File: src/verilog/sncs_defines.svh
`ifndef SNCS_DEFINES_SVH
`define SNCS_DEFINES_SVH
`define SNCS_ADDR_LSB 0
`define SNCS_ADDR_MSB 5
`define SNCS_RATE_LSB 6
`define SNCS_RATE_MSB 7
`define SNCS_CLK_HZ 40000000
`define SNCS_RATE_9K6 9600
`define SNCS_RATE_38K4 38400
`define SNCS_RATE_115K2 115200
// Last settle count before the latch; settling lasts this value plus one cycles, switches latched 6 cycles after reset release
`define SNCS_SETTLE 4'h4
// Register map of the plain register port
`define SNCS_REG_STATUS 2'h0
`define SNCS_REG_NV 2'h1
`define SNCS_REG_DIV 2'h2
`define SNCS_REG_232 2'h3
`endif

File: src/verilog/sncs_pkg.sv
package sncs_pkg;
    typedef enum logic [1:0] {
        SNCS_RATE_NV,
        SNCS_RATE_9K6,
        SNCS_RATE_38K4,
        SNCS_RATE_115K2
    } sncs_rate_t;
    typedef enum logic [1:0] {
        SNCS_SETTLING,
        SNCS_LATCH,
        SNCS_RUN
    } sncs_state_t;
endpackage

File: src/verilog/sncs_sync3.sv
`timescale 1ns/1ps
module sncs_sync3
#(
    parameter int WIDTH = 8
)
(
    input wire logic clock,
    input wire logic srst,
    input wire logic [WIDTH-1:0] din,
    output logic [WIDTH-1:0] dout
);
    logic [WIDTH-1:0] s1;
    logic [WIDTH-1:0] s2;
    logic [WIDTH-1:0] s3;

    always_ff @(posedge clock)
    begin
        if (srst)
        begin
            s1 <= '0;
            s2 <= '0;
            s3 <= '0;
        end
        else
        begin
            s1 <= din;
            s2 <= s1;
            s3 <= s2;
        end
    end

    // Bits change only when second and third stage agree
    always_ff @(posedge clock)
    begin
        if (srst)
            dout <= '0;
        else
            dout <= (dout & (s2 ^ s3)) | (s2 & ~(s2 ^ s3));
    end

    chk_sync_follow: assert property
        (@(posedge clock) disable iff (srst)
        ((dout ^ $past(s2)) & ~($past(s2) ^ $past(s3))) == '0)
        else $error("synchroniser missed agreed bits");
    chk_sync_hold: assert property
        (@(posedge clock) disable iff (srst)
        ((dout ^ $past(dout)) & ($past(s2) ^ $past(s3))) == '0)
        else $error("synchroniser took disputed bits");
endmodule // sncs_sync3

File: src/verilog/sncs_config_select.sv
`timescale 1ns/1ps
`include "sncs_defines.svh"
module sncs_config_select
#(
    parameter int CLK_HZ = `SNCS_CLK_HZ
)
(
    input wire logic clock,
    input wire logic srst,
    input wire logic [7:0] switch_on,
    input wire logic [1:0] reg_addr,
    input wire logic [31:0] reg_wdata,
    input wire logic reg_wr,
    input wire logic reg_rd,
    output logic [31:0] reg_rdata,
    output logic [5:0] node_addr,
    output logic [1:0] rate_code,
    output logic [15:0] rate_div,
    output logic cfg_valid,
    output logic [15:0] rs232_div
);
    localparam logic [15:0] DIV_9K6 = 16'(CLK_HZ / `SNCS_RATE_9K6);
    localparam logic [15:0] DIV_38K4 = 16'(CLK_HZ / `SNCS_RATE_38K4);
    localparam logic [15:0] DIV_115K2 = 16'(CLK_HZ / `SNCS_RATE_115K2);

    logic [7:0] sw_sync;
    logic [3:0] settle;
    logic [5:0] nv_addr;
    logic [1:0] nv_rate;
    logic [5:0] sw_addr;
    logic [1:0] sw_rate;
    logic [1:0] next_rate;
    logic [5:0] next_addr;
    sncs_pkg::sncs_state_t state;

    sncs_sync3 #(.WIDTH(8)) u_sync
    (
        .clock(clock),
        .srst(srst),
        .din(switch_on),
        .dout(sw_sync)
    );

    // Closed switch reads as one, switch one is the address LSB
    assign sw_addr = sw_sync[`SNCS_ADDR_MSB:`SNCS_ADDR_LSB];
    assign sw_rate = sw_sync[`SNCS_RATE_MSB:`SNCS_RATE_LSB];

    always_comb
    begin
        next_addr = (sw_addr == 6'h0) ? nv_addr : sw_addr;
        next_rate = (sw_rate == 2'h0) ? nv_rate : sw_rate;
    end

    // Sync pipe must flush after reset before the switches are trusted
    always_ff @(posedge clock)
    begin
        if (srst)
        begin
            state <= sncs_pkg::SNCS_SETTLING;
            settle <= 4'h0;
        end
        else
        begin
            unique case (state)
                sncs_pkg::SNCS_SETTLING:
                begin
                    settle <= settle + 4'h1;
                    if (settle == `SNCS_SETTLE)
                        state <= sncs_pkg::SNCS_LATCH;
                end
                sncs_pkg::SNCS_LATCH:
                    state <= sncs_pkg::SNCS_RUN;
                sncs_pkg::SNCS_RUN:
                    state <= sncs_pkg::SNCS_RUN;
                default:
                    state <= sncs_pkg::SNCS_SETTLING;
            endcase
        end
    end

    // Latched once; later switch movement cannot disturb a running link
    always_ff @(posedge clock)
    begin
        if (srst)
        begin
            node_addr <= 6'h0;
            rate_code <= 2'h0;
            cfg_valid <= 1'b0;
        end
        else if (state == sncs_pkg::SNCS_LATCH)
        begin
            node_addr <= next_addr;
            rate_code <= next_rate;
            cfg_valid <= 1'b1;
        end
    end

    // Code 0 only if stored value is also 0; treated as the slowest rate
    always_ff @(posedge clock)
    begin
        if (srst)
            rate_div <= DIV_9K6;
        else if (state == sncs_pkg::SNCS_LATCH)
        begin
            unique case (next_rate)
                2'h2: rate_div <= DIV_38K4;
                2'h3: rate_div <= DIV_115K2;
                default: rate_div <= DIV_9K6;
            endcase
        end
    end

    // Stored settings are written by firmware from non-volatile memory
    always_ff @(posedge clock)
    begin
        if (srst)
        begin
            nv_addr <= 6'h0;
            nv_rate <= 2'h0;
            rs232_div <= DIV_9K6;
        end
        else if (reg_wr)
        begin
            if (reg_addr == `SNCS_REG_NV)
            begin
                nv_addr <= reg_wdata[5:0];
                nv_rate <= reg_wdata[9:8];
            end
            // Point-to-point port is set only here, never from switches
            if (reg_addr == `SNCS_REG_232)
                rs232_div <= reg_wdata[15:0];
        end
    end

    always_ff @(posedge clock)
    begin
        if (srst)
            reg_rdata <= 32'h0;
        else if (reg_rd)
        begin
            unique case (reg_addr)
                `SNCS_REG_STATUS: reg_rdata <= {15'h0, cfg_valid, sw_sync,
                    rate_code, node_addr};
                `SNCS_REG_NV: reg_rdata <= {22'h0, nv_rate, 2'h0, nv_addr};
                `SNCS_REG_DIV: reg_rdata <= {16'h0, rate_div};
                `SNCS_REG_232: reg_rdata <= {16'h0, rs232_div};
            endcase
        end
        else
            reg_rdata <= 32'h0;
    end

    // Once latched, only a new reset may move the link settings
    chk_addr_hold: assert property
        (@(posedge clock) disable iff (srst)
        cfg_valid && $past(cfg_valid) |-> $stable(node_addr)
            && $stable(rate_code))
        else $error("latched config changed");
    chk_div_hold: assert property
        (@(posedge clock) disable iff (srst)
        cfg_valid && $past(cfg_valid) |-> $stable(rate_div))
        else $error("latched divider changed");
    chk_valid_hold: assert property
        (@(posedge clock) disable iff (srst)
        $past(cfg_valid) |-> cfg_valid)
        else $error("valid dropped without reset");
    chk_latch_once: assert property
        (@(posedge clock) disable iff (srst)
        state == sncs_pkg::SNCS_LATCH
            |=> state == sncs_pkg::SNCS_RUN && cfg_valid)
        else $error("latch repeated");

    // The latch must wait for the switch pipe to flush
    chk_settle_time: assert property
        (@(posedge clock) disable iff (srst)
        state == sncs_pkg::SNCS_LATCH |-> settle == `SNCS_SETTLE + 4'h1)
        else $error("latch before sync pipe flushed");
    chk_valid_time: assert property
        (@(posedge clock)
        $fell(srst) |-> !cfg_valid [*6] ##1 cfg_valid)
        else $error("latch timing wrong");
    chk_reset_state: assert property
        (@(posedge clock)
        $fell(srst) |-> !cfg_valid && node_addr == 6'h0 && rate_code == 2'h0
            && rate_div == DIV_9K6 && rs232_div == DIV_9K6)
        else $error("reset values wrong");

    // Zero switch fields fall back to the stored values
    chk_addr_fallback: assert property
        (@(posedge clock) disable iff (srst)
        state == sncs_pkg::SNCS_LATCH && sw_addr == 6'h0
            |=> node_addr == $past(nv_addr))
        else $error("zero address not replaced");
    chk_addr_switch: assert property
        (@(posedge clock) disable iff (srst)
        state == sncs_pkg::SNCS_LATCH && sw_addr != 6'h0
            |=> node_addr == $past(sw_sync[5:0]))
        else $error("switch address wrong");
    chk_rate_fallback: assert property
        (@(posedge clock) disable iff (srst)
        state == sncs_pkg::SNCS_LATCH && sw_rate == 2'h0
            |=> rate_code == $past(nv_rate))
        else $error("zero rate not replaced");
    chk_rate_switch: assert property
        (@(posedge clock) disable iff (srst)
        state == sncs_pkg::SNCS_LATCH && sw_rate != 2'h0
            |=> rate_code == $past(sw_sync[7:6]))
        else $error("switch rate wrong");
    chk_code_zero: assert property
        (@(posedge clock) disable iff (srst)
        state == sncs_pkg::SNCS_LATCH && sw_rate == 2'h0 && nv_rate == 2'h0
            |=> rate_code == 2'h0 && rate_div == DIV_9K6)
        else $error("unset rate not slowest");
    chk_rate_div: assert property
        (@(posedge clock) disable iff (srst)
        cfg_valid |-> rate_div == (rate_code == 2'h3 ? DIV_115K2 :
            rate_code == 2'h2 ? DIV_38K4 : DIV_9K6))
        else $error("divider mismatch");

    // Point-to-point divider belongs to software alone
    chk_rs232_free: assert property
        (@(posedge clock) disable iff (srst)
        !$past(reg_wr) |-> $stable(rs232_div))
        else $error("rs232 moved without write");
    chk_rs232_write: assert property
        (@(posedge clock) disable iff (srst)
        $changed(rs232_div) |-> $past(reg_wr)
            && $past(reg_addr) == `SNCS_REG_232)
        else $error("rs232 moved by other source");
endmodule // sncs_config_select

File: config.mk
export PLATFORM = sky130hd
export DESIGN_NAME = sncs_config_select
export DESIGN_NICKNAME = d
export VERILOG_FILES = /design/src/verilog/sncs_pkg.sv /design/src/verilog/sncs_sync3.sv /design/src/verilog/sncs_config_select.sv
export VERILOG_INCLUDE_DIRS = /design/src /design/src/verilog
export SDC_FILE = /design/constraint.sdc
export NUM_CORES = 1
export LEC_CHECK = 0
export BUFFER_PORTS_ARGS = -buffer_cell sky130_fd_sc_hd__buf_2
export CAP_MARGIN = 15
export CORE_MARGIN = 3
export CORE_UTILIZATION = 45
export DETAILED_ROUTE_END_ITERATION = 10
export PLACE_DENSITY = 0.75
export SYNTH_ARGS = -nofsm -noshare
export SYNTH_HDL_FRONTEND = slang
export SYNTH_SLANG_ARGS = --single-unit
File: constraint.sdc
create_clock -name clock -period 1.5 [get_ports clock]
set_clock_uncertainty 0.15 [all_clocks]
set_input_delay 0 -clock clock [delete_from_list [all_inputs] [get_ports clock]]
set_output_delay 0 -clock clock [all_outputs]
set_load 0.05 [all_outputs]
==> out/results.ini <==
[final_layout]
diodes = 0
final_common_cell = dfxtp_1
fin_nets = 533
final_util_pct = 60.5
layout-drive-gt1-share_pct = 26.3
layout_common_cells = dfxtp_1 (90), buf_2 (80), nand2_1 (51)
num-fill-cells = 647
fin_area_mm2 = 0.00453
syn2layout_area_growth_pct = 26.3
stdcell_count = 586

[power_and_ir_drop]
power_mw = 6.46
leakage_nw = 2.07
peakVddDrop_v = 0.00102
power_density_mw_per_mm2 = 1430

[min_path]
min_to = rs232_div[11]$_SDFFE_PP0P_
hp-start = reg_wr
holdPathStages = 5
hold_class = in -> reg

[worst_setup_path]
worstPathMaxFanout = 6
path_class = reg -> reg
r2r_end = node_addr[5]$_SDFFE_PP0N_
critPathArrivalTime_ps = 1530
startpoint_type = register
critPathCaptureType = register
r2r_cells = 3
critPathRequiredTime_ps = 1610
r2r_slack_ps = 90

[clocking]
clk_path_buf_depth = 2
clockRootBuffer = clkbuf_8
clk_pin_slew_ps = 90
htreeDepth = 3
cts_buffers = 9
tritoncts = built
clock_latency_ps = 350
cts_setup_buffers = 0
cts_sinks = 92

[placement]
port_buffers = 80
gp_congestion = 0.824
hpwl_mm = 5.70
placed_cell_area_mm2 = 0.00403
dp.cells = 543
preCtsSetupSlack_ps = 17.9

[sta]
layout_setup_ws_ps = 86.2
final-setup-viol-count = 0
finalMaxSlewViolations = 0
timing.final.crit_share_pct = 94.3
max_freq_ghz = 0.707
rsz0062_at_grt = yes
period_needed_ps = 1410
hold_violations = 0

[global_routing]
grt_use_met2_pct = 31.8
busiest_layer = met2
grt_max_degree = 37
grt_pass1_vias = 2655
use_met1_pct = 21.4
use_met3_pct = 5.68
grt_util_all_layers_pct = 18.3
grt_pass1_wl_mm = 12.7
grt-ovfl-total = 0
antenna_found_initial = 0

[logic_synthesis]
synth_top_area_share_pct = 51.4
ys_async_sr_fraction_pct = 0
ys_top_cells_by_area = dfxtp_1 (51%), buf_4 (5.9%), nand2_1 (5.3%)
synth_enable_flop_cells = 0
synth_cells = 370
synth_area_mm2 = 0.00358
ys_warn_count = 0
ys_seq_area_share_pct = 51.4
avgSynthCellArea_um2 = 9.69
ys_types = 38
ys.flop_type = dfxtp_1
synth_top_area_cell = dfxtp_1
synth-seq-cells = 92

[route]
drtIter0Drc = 112
drt_wl_total_mm = 8.06
vias = 2799
antenna_left = 0
dr.pass1.iters = 4
via_per_inst = 4.78
drc = 0
wl_per_cell_um = 13.8

[floorplanning]
io-pin-count = 119
die-height_um = 95.3
rows = 31
start_util_pct = 47.9
core_mm2 = 0.00749
die_w_um = 95.3
die-area_mm2 = 0.00907

[run_status]
status = finished, final reports clean

[job]
cap_viol_max_count = 0

## layout make-up
cell class                      count  area [µm²]  share of cell area (%)
Clock inverter                      6        87.6                    1.93
Inverter                            7        26.3                   0.580
Multi-Input combinational cell    244        1480                    32.7
Tap cell                           99         124                    2.74
Timing Repair Buffer              128         828                    18.3
Sequential cell                    92        1840                    40.7
Clock buffer                       10         138                    3.04
## registers in the layout, summed over array words and instances, names as in the netlist, named ones only
| register | count |
|---|---|
| cfg_valid | 1 |
| reg_rdata | 17 |
| settle | 4 |
| rate_div | 5 |
| state | 2 |
| u_sync.s2 | 8 |
| u_sync.s3 | 8 |
| rate_code | 1 |
| nv_addr | 6 |
| u_sync.s1 | 8 |
| rs232_div | 16 |
| node_addr | 6 |
| nv_rate | 2 |
## per-layer routing
layer / part of all wire, % / vias up
li1: - / 1415
met1: 43 / 1286
met2: 50 / 88
met3: 5.6 / 10
met4: 1.2 / 0
met5: 0 / -
## report_power, final
part / switching, mW / internal (mW) / total [mW]
Combinational: 1.26 / 0.541 / 1.80
Clock: 0.844 / 0.984 / 1.83
Sequential: 0.171 / 2.67 / 2.84
Total: 2.27 / 4.19 / 6.46
## synthesized netlist by cell type, drive strengths merged (2+ instances only)
master,number
a211oi,8
a21oi,22
a22oi,8
a31oi,7
and3,7
buf,36
clkbuf,12
dfxtp,92
ha,5
inv,7
mux2,3
mux2i,13
mux4,6
nand2,51
nand2b,3
nand3,5
nor2,35
nor2b,26
o21a,2
o21ai,9
or2,2
xor2,2
## through the flow
| step | hold WS, ps | TNS, ps |
|---|---|---|
| global route | 49.8 | -13.5 |
| detailed placement | 62.9 | 0 |
| CTS | 15.9 | 0 |
| finish | 45.4 | 0 |
| global placement | 60.1 | 0 |
| floorplan | -26.0 | 0 |
## timing repair
item	CTS	global route
setup endpoints to repair	0	8
resized for setup	0	3
hold buffers	27	0
hold endpoints to repair	48	0
## critical path, cell delays in order, from the launching register on
cell	delay, ps
dfxtp_2	340
nor4_4	420
a31oi_1	180
a211oi_1	230
## logic make-up after synthesis
group / share of synthesized area [%]
simple gates: 17.6
fa+ha+maj: 1.75
mux: 8.87
compound gates: 10.0
other cells: 0.105
xor+xnor: 0.733
flops: 51.4
buf+inv: 9.60
## worst max-delay path by stage
stage / startpoint / end / slack, ps / cells after the start
after floorplan: rate_div[4]$_SDFFE_PP0N_ / reg_rdata[0]$_SDFF_PP0_ / 10 / 2
after global placement: state[1]$_SDFFE_PP0P_ / node_addr[2]$_SDFFE_PP0N_ / 80 / 5
after detailed placement: state[1]$_SDFFE_PP0P_ / node_addr[2]$_SDFFE_PP0N_ / 20 / 5
after CTS: state[1]$_SDFFE_PP0P_ / node_addr[2]$_SDFFE_PP0N_ / 7 / 5
after global routing: register / node_addr[5]$_SDFFE_PP0N_ / -10 / 3
final: register / node_addr[5]$_SDFFE_PP0N_ / 90 / 3
Power figures use the tool's default switching activity.
